File: config.mk
export PLATFORM = sky130hd
export DESIGN_NAME = nand_segment_ecc_report
export DESIGN_NICKNAME = d
export VERILOG_FILES = /design/src/verilog/ecc_report_pkg.sv /design/src/verilog/seg_parity_accum.sv /design/src/verilog/nand_segment_ecc_report.sv
export VERILOG_INCLUDE_DIRS = /design/src /design/src/verilog
export SDC_FILE = /design/constraint.sdc
export NUM_CORES = 1
export LEC_CHECK = 0
export BUFFER_PORTS_ARGS = -buffer_cell sky130_fd_sc_hd__buf_4
export CAP_MARGIN = 25
export CORE_ASPECT_RATIO = 1.75
export CORE_MARGIN = 2
export CORE_UTILIZATION = 55
export CTS_CLUSTER_SIZE = 24
export DETAILED_ROUTE_END_ITERATION = 8
export PLACE_DENSITY_LB_ADDON = 0.12
export SYNTH_ARGS = -nofsm -noshare
export SYNTH_HDL_FRONTEND = slang
export SYNTH_SLANG_ARGS = --single-unit
File: constraint.sdc
create_clock -name clk -period 4.75 [get_ports clk]
set_clock_uncertainty 0.2 [all_clocks]
set_input_delay 0.7125 -clock clk [delete_from_list [all_inputs] [get_ports clk]]
set_output_delay 0.7125 -clock clk [all_outputs]
set_load 0.05 [all_outputs]
File: src/verilog/ecc_report_map.svh
// Purpose: Register offsets, field positions and reset values of the segment check report block
// Assumes: APB byte addresses, one 32-bit word per register
// Notes: Included by bare name
`ifndef ECC_REPORT_MAP_SVH
`define ECC_REPORT_MAP_SVH
`define ECC_REPORT_BASE 8'h00
`define ECC_EXPECT_BASE 8'h20
`define ECC_STATUS_OFF 8'h40
`define ECC_BIT_OFF_POS 0
`define ECC_BYTE_IDX_POS 3
`define ECC_PARITY_POS 12
`define ECC_EXP_TOTAL_POS 11
`define ECC_ST_SINGLE_POS 0
`define ECC_ST_MULTI_POS 8
`define ECC_ST_TOTAL_POS 16
`define ECC_ST_MODE_POS 24
`define ECC_EXPECT_RESET 12'h000
`define ECC_ACC_RESET 11'h000
`endif

File: src/verilog/ecc_report_pkg.sv
// Purpose: Shared types of the segment check report block
// Assumes: Offsets and positions live in ecc_report_map.svh
// Notes: Location word is byte index above bit offset
package ecc_report_pkg;
  typedef logic [10:0] loc_t;
  typedef logic [11:0] expect_t;
  typedef enum {RK_REPORT, RK_EXPECT, RK_STATUS, RK_NONE} reg_kind_e;
endpackage : ecc_report_pkg

File: src/verilog/seg_parity_accum.sv
// Purpose: Running parity of one 256-byte segment
// Assumes: Bytes arrive with their index inside the segment
// Notes: XOR of the addresses of all set bits plus overall parity
`timescale 1ns/1ps
`include "ecc_report_map.svh"
module seg_parity_accum (
  input wire logic clk,
  input wire logic srst,
  input wire logic clear,
  input wire logic byte_valid,
  input wire logic [7:0] byte_index,
  input wire logic [7:0] byte_data,
  output ecc_report_pkg::loc_t acc_parity,
  output logic acc_total
);
  // A single flipped bit moves this XOR by exactly its own address
  function automatic ecc_report_pkg::loc_t addr_xor(input logic [7:0] idx, input logic [7:0] d);
    ecc_report_pkg::loc_t r;
    r = `ECC_ACC_RESET;
    for (int b = 0; b < 8; b++)
    begin
      if (d[b])
        r = r ^ {idx, 3'(b)};
    end
    return r;
  endfunction : addr_xor

  always_ff @(posedge clk)
  begin
    if (srst || clear)
    begin
      acc_parity <= `ECC_ACC_RESET;
      acc_total <= 1'b0;
    end
    else if (byte_valid)
    begin
      acc_parity <= acc_parity ^ addr_xor(byte_index, byte_data);
      acc_total <= acc_total ^ (^byte_data);
    end
  end
endmodule : seg_parity_accum

File: src/verilog/nand_segment_ecc_report.sv
// Purpose: Check report registers for page segments 3 to 8, one code per 256 bytes
// Assumes: Page bytes come from same-clock flash logic with their page offset
// Notes: Software reloads stored parity into the expected registers before a read
//
// Summary of operation
// - Single error: report flipped bit offset
// - Single error: report faulty byte index
// - Multiple errors: location fields carry nothing valid
// - Segments 3-7 each cover next 256 bytes
// - Segment 8 covers bytes 2048 to 2303
`timescale 1ns/1ps
`include "ecc_report_map.svh"
module nand_segment_ecc_report #(
  parameter int FIRST_SEG = 3,
  parameter int SEGS = 6
) (
  input wire logic clk,
  input wire logic srst,
  input wire logic psel,
  input wire logic penable,
  input wire logic pwrite,
  input wire logic [7:0] paddr,
  input wire logic [31:0] pwdata,
  output logic [31:0] prdata,
  output logic pready,
  output logic pslverr,
  input wire logic page_start,
  input wire logic page_read,
  input wire logic page_end,
  input wire logic data_valid,
  input wire logic [11:0] data_addr,
  input wire logic [7:0] data_byte
);
  // Segment number comes from a 4-bit nibble; report words must fit below the expected block
  if (FIRST_SEG < 0 || FIRST_SEG + SEGS > 16 || SEGS < 1 || SEGS > 8)
  begin : g_bad_range
    $error("Segment range not supported");
  end

  ecc_report_pkg::loc_t acc_parity [SEGS];
  logic [SEGS-1:0] acc_total;
  ecc_report_pkg::expect_t expect_reg [SEGS];
  ecc_report_pkg::loc_t loc_reg [SEGS];
  logic [SEGS-1:0] single_reg;
  logic [SEGS-1:0] multi_reg;
  logic read_mode_reg;
  logic [31:0] rdata_next;
  ecc_report_pkg::reg_kind_e kind;
  int unsigned sel;

  // Upper nibble of the page offset picks the segment
  function automatic logic seg_hit(input logic [11:0] addr, input int idx);
    return addr[11:8] == 4'(FIRST_SEG + idx);
  endfunction : seg_hit

  function automatic ecc_report_pkg::reg_kind_e decode(input logic [7:0] a, output int unsigned i);
    i = 0;
    if (a[1:0] != 2'h0)
      return ecc_report_pkg::RK_NONE;
    if (a >= `ECC_REPORT_BASE && a < `ECC_REPORT_BASE + 8'(4 * SEGS))
    begin
      i = 32'(a - `ECC_REPORT_BASE) >> 2;
      return ecc_report_pkg::RK_REPORT;
    end
    if (a >= `ECC_EXPECT_BASE && a < `ECC_EXPECT_BASE + 8'(4 * SEGS))
    begin
      i = 32'(a - `ECC_EXPECT_BASE) >> 2;
      return ecc_report_pkg::RK_EXPECT;
    end
    if (a == `ECC_STATUS_OFF)
      return ecc_report_pkg::RK_STATUS;
    return ecc_report_pkg::RK_NONE;
  endfunction : decode

  genvar g;
  generate
    for (g = 0; g < SEGS; g++)
    begin : g_seg
      seg_parity_accum u_acc (
        .clk(clk),
        .srst(srst),
        .clear(page_start),
        .byte_valid(data_valid && seg_hit(data_addr, g)),
        .byte_index(data_addr[7:0]),
        .byte_data(data_byte),
        .acc_parity(acc_parity[g]),
        .acc_total(acc_total[g])
      );

      // A lone error flips overall parity; two errors keep it but leave a syndrome
      always_ff @(posedge clk)
      begin
        if (srst || page_start)
        begin
          loc_reg[g] <= `ECC_ACC_RESET;
          single_reg[g] <= 1'b0;
          multi_reg[g] <= 1'b0;
        end
        else if (page_end && read_mode_reg)
        begin
          loc_reg[g] <= acc_parity[g] ^ expect_reg[g][10:0];
          single_reg[g] <= acc_total[g] ^ expect_reg[g][`ECC_EXP_TOTAL_POS];
          multi_reg[g] <= !(acc_total[g] ^ expect_reg[g][`ECC_EXP_TOTAL_POS])
            && (acc_parity[g] != expect_reg[g][10:0]);
        end
      end

      always_ff @(posedge clk)
      begin
        if (srst)
          expect_reg[g] <= `ECC_EXPECT_RESET;
        else if (psel && penable && pready && pwrite && kind == ecc_report_pkg::RK_EXPECT
                 && sel == g)
          expect_reg[g] <= pwdata[11:0];
      end
    end
  endgenerate

  always_ff @(posedge clk)
  begin
    if (srst)
      read_mode_reg <= 1'b0;
    else if (page_start)
      read_mode_reg <= page_read;
  end

  // Location field is zero outside a read; after a multiple error it is a raw syndrome
  always_comb
  begin
    rdata_next = 32'h0000_0000;
    kind = decode(paddr, sel);
    case (kind)
      ecc_report_pkg::RK_REPORT:
      begin
        rdata_next = (32'(acc_parity[sel]) << `ECC_PARITY_POS)
          | (read_mode_reg ? 32'(loc_reg[sel]) : 32'h0000_0000);
      end
      ecc_report_pkg::RK_EXPECT:
        rdata_next = 32'(expect_reg[sel]);
      ecc_report_pkg::RK_STATUS:
      begin
        rdata_next = (32'(single_reg) << `ECC_ST_SINGLE_POS)
          | (32'(multi_reg) << `ECC_ST_MULTI_POS)
          | (32'(acc_total) << `ECC_ST_TOTAL_POS)
          | (32'(read_mode_reg) << `ECC_ST_MODE_POS);
      end
      default:
        rdata_next = 32'h0000_0000;
    endcase
  end

  // Data captured in setup so the access phase answers with no wait state
  always_ff @(posedge clk)
  begin
    if (srst)
    begin
      prdata <= 32'h0000_0000;
      pready <= 1'b0;
      pslverr <= 1'b0;
    end
    else
    begin
      pready <= psel && !penable && !pready;
      pslverr <= psel && !penable && !pready && kind == ecc_report_pkg::RK_NONE;
      if (psel && !penable && !pwrite)
        prdata <= rdata_next;
    end
  end
endmodule : nand_segment_ecc_report

# ---- Yosys cells after proc, flatten, opt, wreduce, memory -nomap -nowiden
# Memories as Yosys holds them, arrays and structs flattened.
# Index checks and enable logic that the tools add are counted.
dict set report totals {
  register_bits 119
  ram_bits 138
  inputBits 69
  memories 2
}
# name words word_bits rd rd_clocked_by_memory_dff write_ports line
set memory_table {}
lappend memory_table {expect_reg 6 12 7 0 6 nand_segment_ecc_report.sv:42} ;# ecc_report_pkg::expect_t expect_reg [SEGS];
lappend memory_table {loc_reg 6 11 1 0 6 nand_segment_ecc_report.sv:43} ;# ecc_report_pkg::loc_t loc_reg [SEGS];
dict set report op_classes {
  addsub 1
  order_cmp 5
  eq_ne 22
  n_mux 203
  bitwise 83
  reduce_logical 43
}
# cell count
set op_table {}
lappend op_table {{11-bit 2-to-1 mux} 148}
lappend op_table {{11-bit bitwise XOR} 54}
lappend op_table {{32-bit 2-to-1 mux} 10}
lappend op_table {{32-bit by 2-bit == test with 1-bit output, second input constant} 4}
lappend op_table {{32-bit by 3-bit == test with 1-bit output, second input constant} 3}
lappend op_table {{25-bit case mux with 3 select lines} 1}
lappend op_table {{12-bit 2-to-1 mux} 6}
lappend op_table {{11-bit inequality test} 6}
lappend op_table {{32-bit by 1-bit == test with 1-bit output, second input constant} 2}
lappend op_table {{32-bit zero test} 2}
lappend op_table {{1-bit 2-to-1 mux} 35}
lappend op_table {{11-bit binary-select mux with 3-bit select} 1}
lappend op_table {{33-bit by 4-bit >= comparator with 1-bit output, second input constant} 1}
lappend op_table {{32-bit NOT with 33-bit output} 1}
lappend op_table {{1-bit logical AND} 29}
lappend op_table {{22-bit by 25-bit bitwise OR with 25-bit output} 1}
lappend op_table {{23-bit by 11-bit bitwise OR with 23-bit output} 1}
lappend op_table {{14-bit by 22-bit bitwise OR with 22-bit output} 1}
lappend op_table {{4-bit by 3-bit == test with 1-bit output, second input constant} 4}
lappend op_table {{6-bit by 14-bit bitwise OR with 14-bit output} 1}
lappend op_table {{1-bit bitwise OR} 12}
lappend op_table {{1-bit bitwise XOR} 12}
lappend op_table {{1-bit zero test} 9}
lappend op_table {{8-bit by 6-bit subtractor with 9-bit output, second input constant} 1}
lappend op_table {{12 further kinds} 12}

# ---- Longest topological paths before layout
# Gate-level depths: netlist of run 1.
dict set report logic_depth {
  depth_word 33
  mapped_depth 13
  mapped_depth_nobuf 8
}

# ---- Cells and area by module
# Synthesis of run 1 repeated with hierarchy kept, for this count alone.
dict set report hier_totals {
  cells_unflattened 1351
  hier_area_um2 13534.2
}
# mod instances cells_per_inst area_per_inst_um2 seq_area_each_um2
set by_module_without_submodules {}
lappend by_module_without_submodules {nand_segment_ecc_report 1 913 9713.1 4924.7}
lappend by_module_without_submodules {seg_parity_accum 6 73 636.9 240.2}

# ---- Worst setup path before layout of run 1
# Ideal clock, no wire load.
dict set report synth_timing {
  path_type {input to register}
  startpoint {in paddr[5]}
  endpoint {mem expect_reg[3][0] (netlist bit), enable pin}
  setup_ps 350
  arrival_time_ps 3092
  t_required_ps 4200
  slack_ps 1107
  stages 12
  path_cell_list {clkbuf_1 > inv_1 > ha_1 > ha_1 > clkbuf_1 > and2_1 > clkbuf_1 > a22oi_2 > and2_1 > clkbuf_1 > nand3_1 > nand2_1}
}
# item line
set synth_lines {}
lappend synth_lines {{from (decl)} nand_segment_ecc_report.sv:22} ;# input wire logic [7:0] paddr,
lappend synth_lines {{to (decl)} nand_segment_ecc_report.sv:42}

==> results.yml, run 1 <==
cts:
  hold_buffers: 0
  clkSinkCount: 249
  ctsResizeCount: 0
  clock_latency_ns: 0.52
  clk_pin_slew_worst_paths_ns: 0.06
  cts-root-buf: "clkbuf_16"
  post_cts_buffers: 0
  cts_buffer_depth: 3
  cts_tree: "done"
  cts_buffers: 24
  htreeDepth: 1
run:
  maxCapViolations: 0
grt:
  grt_pass1_wl_um: 59280
  grt.total_usage_pct: 32.56
  globalRouteOverflowTotal: 0
  grt_start_max_net_pins: 73
  antenna_found_initial: 0
  first_global_vias: 9587
timing:
  tns_ns: 0
  timing.fmax_mhz: 298.9
  min_period_over_period_pct: 70.44
  rsz0062_at_grt: "no"
  fin_hold_ws_ns: 0.2319
  tightest_slew_ns: 0.9576
  setup_viol: 0
  fin_crit_ns: 3.346
  relSlewSlack_pct: 36.07
  slew_viol_final: 0
  hold_viol_final: 0
floorplan:
  die_h_um: 205.9
  fp-row-count: 73
  ioPinCount: 103
  initial_core_util_pct: 56.13
  coreArea_um2: 22830
  die_x_um: 119.4
  die_area_um2: 24590
route:
  drcViolationCount: 0
  first_pass_iters: 5
  wl_um: 40090
  vias: 10240
  viasPerCell: 6.342
  drtAntennaViolNets: 0
  dr.first_iter.drc_count: 823
  routedWlPerCell_um: 24.82
critical_path:
  cp_max_fo: 14
  critical_path_class: "primary input to flip-flop"
  worstPathRequired_ns: 4.69
  worstSetupStartpointType: "primary input"
  cp_data_arrival_time_ns: 3.29
  cp-end-kind: "flip-flop"
synth:
  yosys_register_bits: 249
  seq_area_frac_synth_pct: 49.67
  synth_cell_types: 68
  syn_area_um2: 12820
  avgSynthCellArea_um2: 10.09
  yosys_warnings: 0
  synth_edf_count: 138
  syn_inst: 1270
  synthArstFlopShare_pct: 0
  synthFlopType: "edfxtp_1"
cells_and_area:
  final_common_cell: "nor2_1"
  antenna_cells: 0
  largest_reg_flops: 72
  final_cell_mix: "140 x nor2_1, 138 x edfxtp_1, 111 x dfxtp_1"
  n_fill_cell: 1926
  drive_gt1_share_pct: 12.78
  postLayoutCoreUtil_pct: 62.96
  nNetsFinal: 1369
  syn_to_final_growth_pct: 12.16
placed_design:
  dp_hpwl_um: 29600
  place_congestion: 0.9371
  portBuffers: 74
pwr:
  powerDensity_nw_per_um2: 334.9
  leakage_nw: 5.794
  ir_worst_vdd_mv: 0.3527
run_status:
  outcome: "complete, no violations"
hold_path:
  hp-class: "primary input to flip-flop"
==> metrics by stage <==
stage,cell area (µm²),total power [W],cells,setup slack [ns]
after global placement,13590,0.002927,1570,0.9362
final,14380,0.004814,1615,1.404
after detailed placement,13590,0.002939,1570,0.8991
after floorplan,12840,0.002745,1277,1.107
after CTS,14370,0.004818,1614,1.428
after global routing,14380,0.004947,1615,1.240
==> path summary, 6_finish.rpt <==
kind,endpoint,slack [ns],depth (start not counted),startpoint
hold / removal,read_mode_reg$_SDFFE_PP0P_,0.23,3,page_read
setup reg to reg,loc_reg[4][10]$_SDFFCE_PN0P_,2.22,4,read_mode_reg$_SDFFE_PP0P_
hold reg to reg,prdata[14]$_SDFFE_PP0P_,0.25,1,prdata[14]$_SDFFE_PP0P_
setup / recovery,expect_reg[2][8]$_SDFFCE_PN0P_,1.40,8,paddr[5]
==> cell families after synthesis <==
| kind of cell | count (synthesis) | synth area share [%] |
|---|---|---|
| adder cells (fa/ha/maj) | 5 | 0.4491 |
| multiplexers | 56 | 4.461 |
| buffers and inverters | 121 | 3.963 |
| XOR/XNOR | 102 | 7.029 |
| AND/OR/NAND/NOR | 437 | 16.76 |
| other | 1 | 0.02926 |
| AO/OA/AOI/OAI | 299 | 17.64 |
| flip-flops | 249 | 49.67 |
==> worst max-delay path, cell delays in order <==
cell and delay, ns:
buf_4 0.17, inv_1 0.06, ha_1 0.19, ha_1 0.28, nor2_1 0.12, nand3_1 0.38, a2111oi_4 0.63, a41o_1 0.73
==> synth_stat cells, drive strengths merged, types with 5 or more instances <==
cell    count  area share, %
a211oi      9           0.53
a21o       11           0.64
a21oi      43            1.7
a221oi     19            1.3
a22o        7           0.48
a31oi      48            2.3
a32oi      10           0.68
a41o       49            3.8
and2       99            4.8
and3        5           0.24
buf        26            1.2
clkbuf     84            2.5
dfxtp     111             17
edfxtp    138             32
inv        11           0.32
mux2        9           0.79
mux2i      47            3.7
nand2     108            3.2
nand3      22           0.86
nand4      12           0.59
nor2      141            4.1
nor2b       5           0.24
nor3        5           0.23
nor3b       5           0.29
nor4       10           0.70
o211ai      5           0.29
o21ai      32            1.2
o21bai      7           0.41
o221ai     23            1.6
or3         6           0.29
xnor2      56            3.9
xor2       46            3.1
==> layout make-up <==
| cell class | instances | area [µm²] | area share, % |
|---|---|---|---|
| multi-input cells | 907 | 6025 | 41.91 |
| clock inverters | 11 | 106.4 | 0.7398 |
| flip-flops and latches | 249 | 6366 | 44.28 |
| repair buffers | 104 | 797.0 | 5.544 |
| clock buffers | 33 | 665.6 | 4.630 |
| inverters | 11 | 41.29 | 0.2872 |
| well taps | 300 | 375.4 | 2.611 |
==> per-layer routing <==
layer / wire length, µm / global-route usage, % / vias to the layer above
li1: - / - / 4734
met1: 15500 / 40.66 / 4949
met2: 19500 / 54.76 / 450
met3: 2359 / 3.449 / 110
met4: 2728 / 19.12 / 0
met5: 0 / 0 / -
==> where the power goes <==
group / leakage (nW) / switching, W / total [W] / internal, W
logic: 3.04 / 0.000395 / 0.000542 / 0.000147
clock network: 0.369 / 0.000825 / 0.00191 / 0.00109
registers: 2.39 / 0.0000325 / 0.00236 / 0.00233
Note: power is estimated with default switching activity, not from simulation.
==> run 2: changes to the inputs <==
Clock period 4.75 ns to 3.4 ns, I/O delays scaled along.
==> run 2 against run 1 <==
Worst hold slack worse by 0.19 ns. Critical endpoint is now expect_reg[0][0]$_SDFFCE_PN0P_. Combinational power up 46%. Via count up 2.2%. Final cell count up 2.0%. Largest cell class unchanged.
==> results.yml, run 2 (synthesis results as in run 1) <==
hold_path:
  min_delay_path_depth: 3
  hp-class: "primary input to flip-flop"
  hold_start: "page_read"
  min_delay_worst_endpoint: "read_mode_reg$_SDFFE_PP0P_"
timing:
  fin_crit_ns: 2.807
  rsz0062_at_grt: "no"
  min_period_over_period_pct: 82.55
  setup_viol: 0
  slew_viol_final: 0
  relSlewSlack_pct: 45.60
  tightest_slew_ns: 0.8101
  tns_ns: 0
  hold_viol_final: 0
  timing.fmax_mhz: 356.3
floorplan:
  die_area_um2: 24590
  fp-row-count: 73
  die_h_um: 205.9
  ioPinCount: 103
  initial_core_util_pct: 56.13
  coreArea_um2: 22830
  die_x_um: 119.4
route:
  drcViolationCount: 0
  dr.first_iter.drc_count: 999
  first_pass_iters: 7
  routedWlPerCell_um: 24.26
  vias: 10470
  drtAntennaViolNets: 0
  wl_um: 39990
  viasPerCell: 6.354
placed_design:
  portBuffers: 74
  dp_hpwl_um: 29970
  placed_cells: 1607
  place_congestion: 1.003
cells_and_area:
  drive_gt1_share_pct: 15.13
  largest_reg_flops: 72
  fin_cells: 1648
  nNetsFinal: 1404
  final_cell_mix: "140 x nor2_1, 138 x edfxtp_1, 137 x buf_4"
  antenna_cells: 0
  final_common_cell: "nor2_1"
  n_fill_cell: 1911
  syn_to_final_growth_pct: 14.28
grt:
  globalRouteOverflowTotal: 0
  grt_pass1_wl_um: 59280
  antenna_found_initial: 0
  grt.total_usage_pct: 32.41
  grt_start_max_net_pins: 73
  first_global_vias: 9767
cts:
  htreeDepth: 1
  cts_buffer_depth: 3
  post_cts_buffers: 0
  hold_buffers: 0
  cts_buffers: 23
  clock_latency_ns: 0.52
  clkSinkCount: 249
  cts-root-buf: "clkbuf_16"
  clk_pin_slew_worst_paths_ns: 0.07
  cts_tree: "done"
  ctsResizeCount: 0
critical_path:
  r2r_end: "expect_reg[0][0]$_SDFFCE_PN0P_"
  critical_path_class: "primary input to flip-flop"
  cp_data_arrival_time_ns: 2.75
  cp_max_fo: 12
  worstSetupStartpointType: "primary input"
  cp-end-kind: "flip-flop"
  r2r_start: "pready$_SDFF_PP0_"
  rrSetupSlack_ns: 1.16
  reg2reg_depth: 4
  worstPathRequired_ns: 3.34
run:
  maxCapViolations: 0
run_status:
  outcome: "complete, no violations"
pwr:
  powerDensity_nw_per_um2: 456.9
  ir_worst_vdd_mv: 0.6816
  leakage_nw: 5.954
[run 2: worst max path at each step]
stage,start,to,slack (ns),cells after the start
after global placement,paddr[5],prdata[16]$_SDFFE_PP0P_,0.15,10
after floorplan,paddr[5],expect_reg[3][0]$_SDFFCE_PN0P_,0.06,12
after detailed placement,paddr[5],prdata[16]$_SDFFE_PP0P_,0.12,10
after CTS,paddr[5],prdata[16]$_SDFFE_PP0P_,0.65,10
after global routing,paddr[5],prdata[16]$_SDFFE_PP0P_,0.48,10
final,paddr[6],expect_reg[0][0]$_SDFFCE_PN0P_,0.59,9
[run 2: critical path: stages]
cell       delay [ns]
buf_4            0.14
inv_1            0.14
ha_1             0.18
ha_1             0.33
maj3_1           0.27
nor2b_1          0.08
a2111oi_4        0.55
nand2_1          0.11
nand2_1          0.44
[run 2: where the power goes]
part           switching (W)  internal, W  leakage [nW]  total, W
combinational       0.000558     0.000233          3.21  0.000791
clock                0.00113      0.00148         0.354   0.00261
sequential         0.0000457      0.00325          2.39   0.00329
total                0.00174      0.00496          5.95   0.00669
[run 2: area by class of cell]
cell class | count | area (µm²) | share of cell area [%]
inverters | 11 | 41.29 | 0.2819
well taps | 300 | 375.4 | 2.563
repair buffers | 140 | 1089 | 7.431
multi-input cells | 907 | 6027 | 41.15
clock buffers | 26 | 586.8 | 4.006
flip-flops and latches | 249 | 6366 | 43.46
clock inverters | 15 | 162.7 | 1.110
[run 2: layer usage]
metal	vias to the layer above	global-route usage, %	share of wire, %
li1	4798	-	-
met1	5041	39.92	38
met2	518	54.97	49
met3	114	3.615	6.5
met4	0	19.08	7.0
met5	-	0	0
[run 2: per-stage QoR]
stage | power (W) | hold WS, ns | util [%] | area (µm²) | setup slack, ns
global placement | 0.004121 | 0.2338 | 60.87 | 13900 | 0.1511
finish | 0.006693 | 0.04266 | 64.15 | 14650 | 0.5932
floorplan | 0.003834 | 0.2223 | - | 12850 | 0.06413
detailed placement | 0.004137 | 0.2369 | 60.87 | 13900 | 0.1174
global route | 0.006890 | 0.04699 | 64.15 | 14650 | 0.4815
CTS | 0.006704 | 0.03811 | 64.15 | 14650 | 0.6501
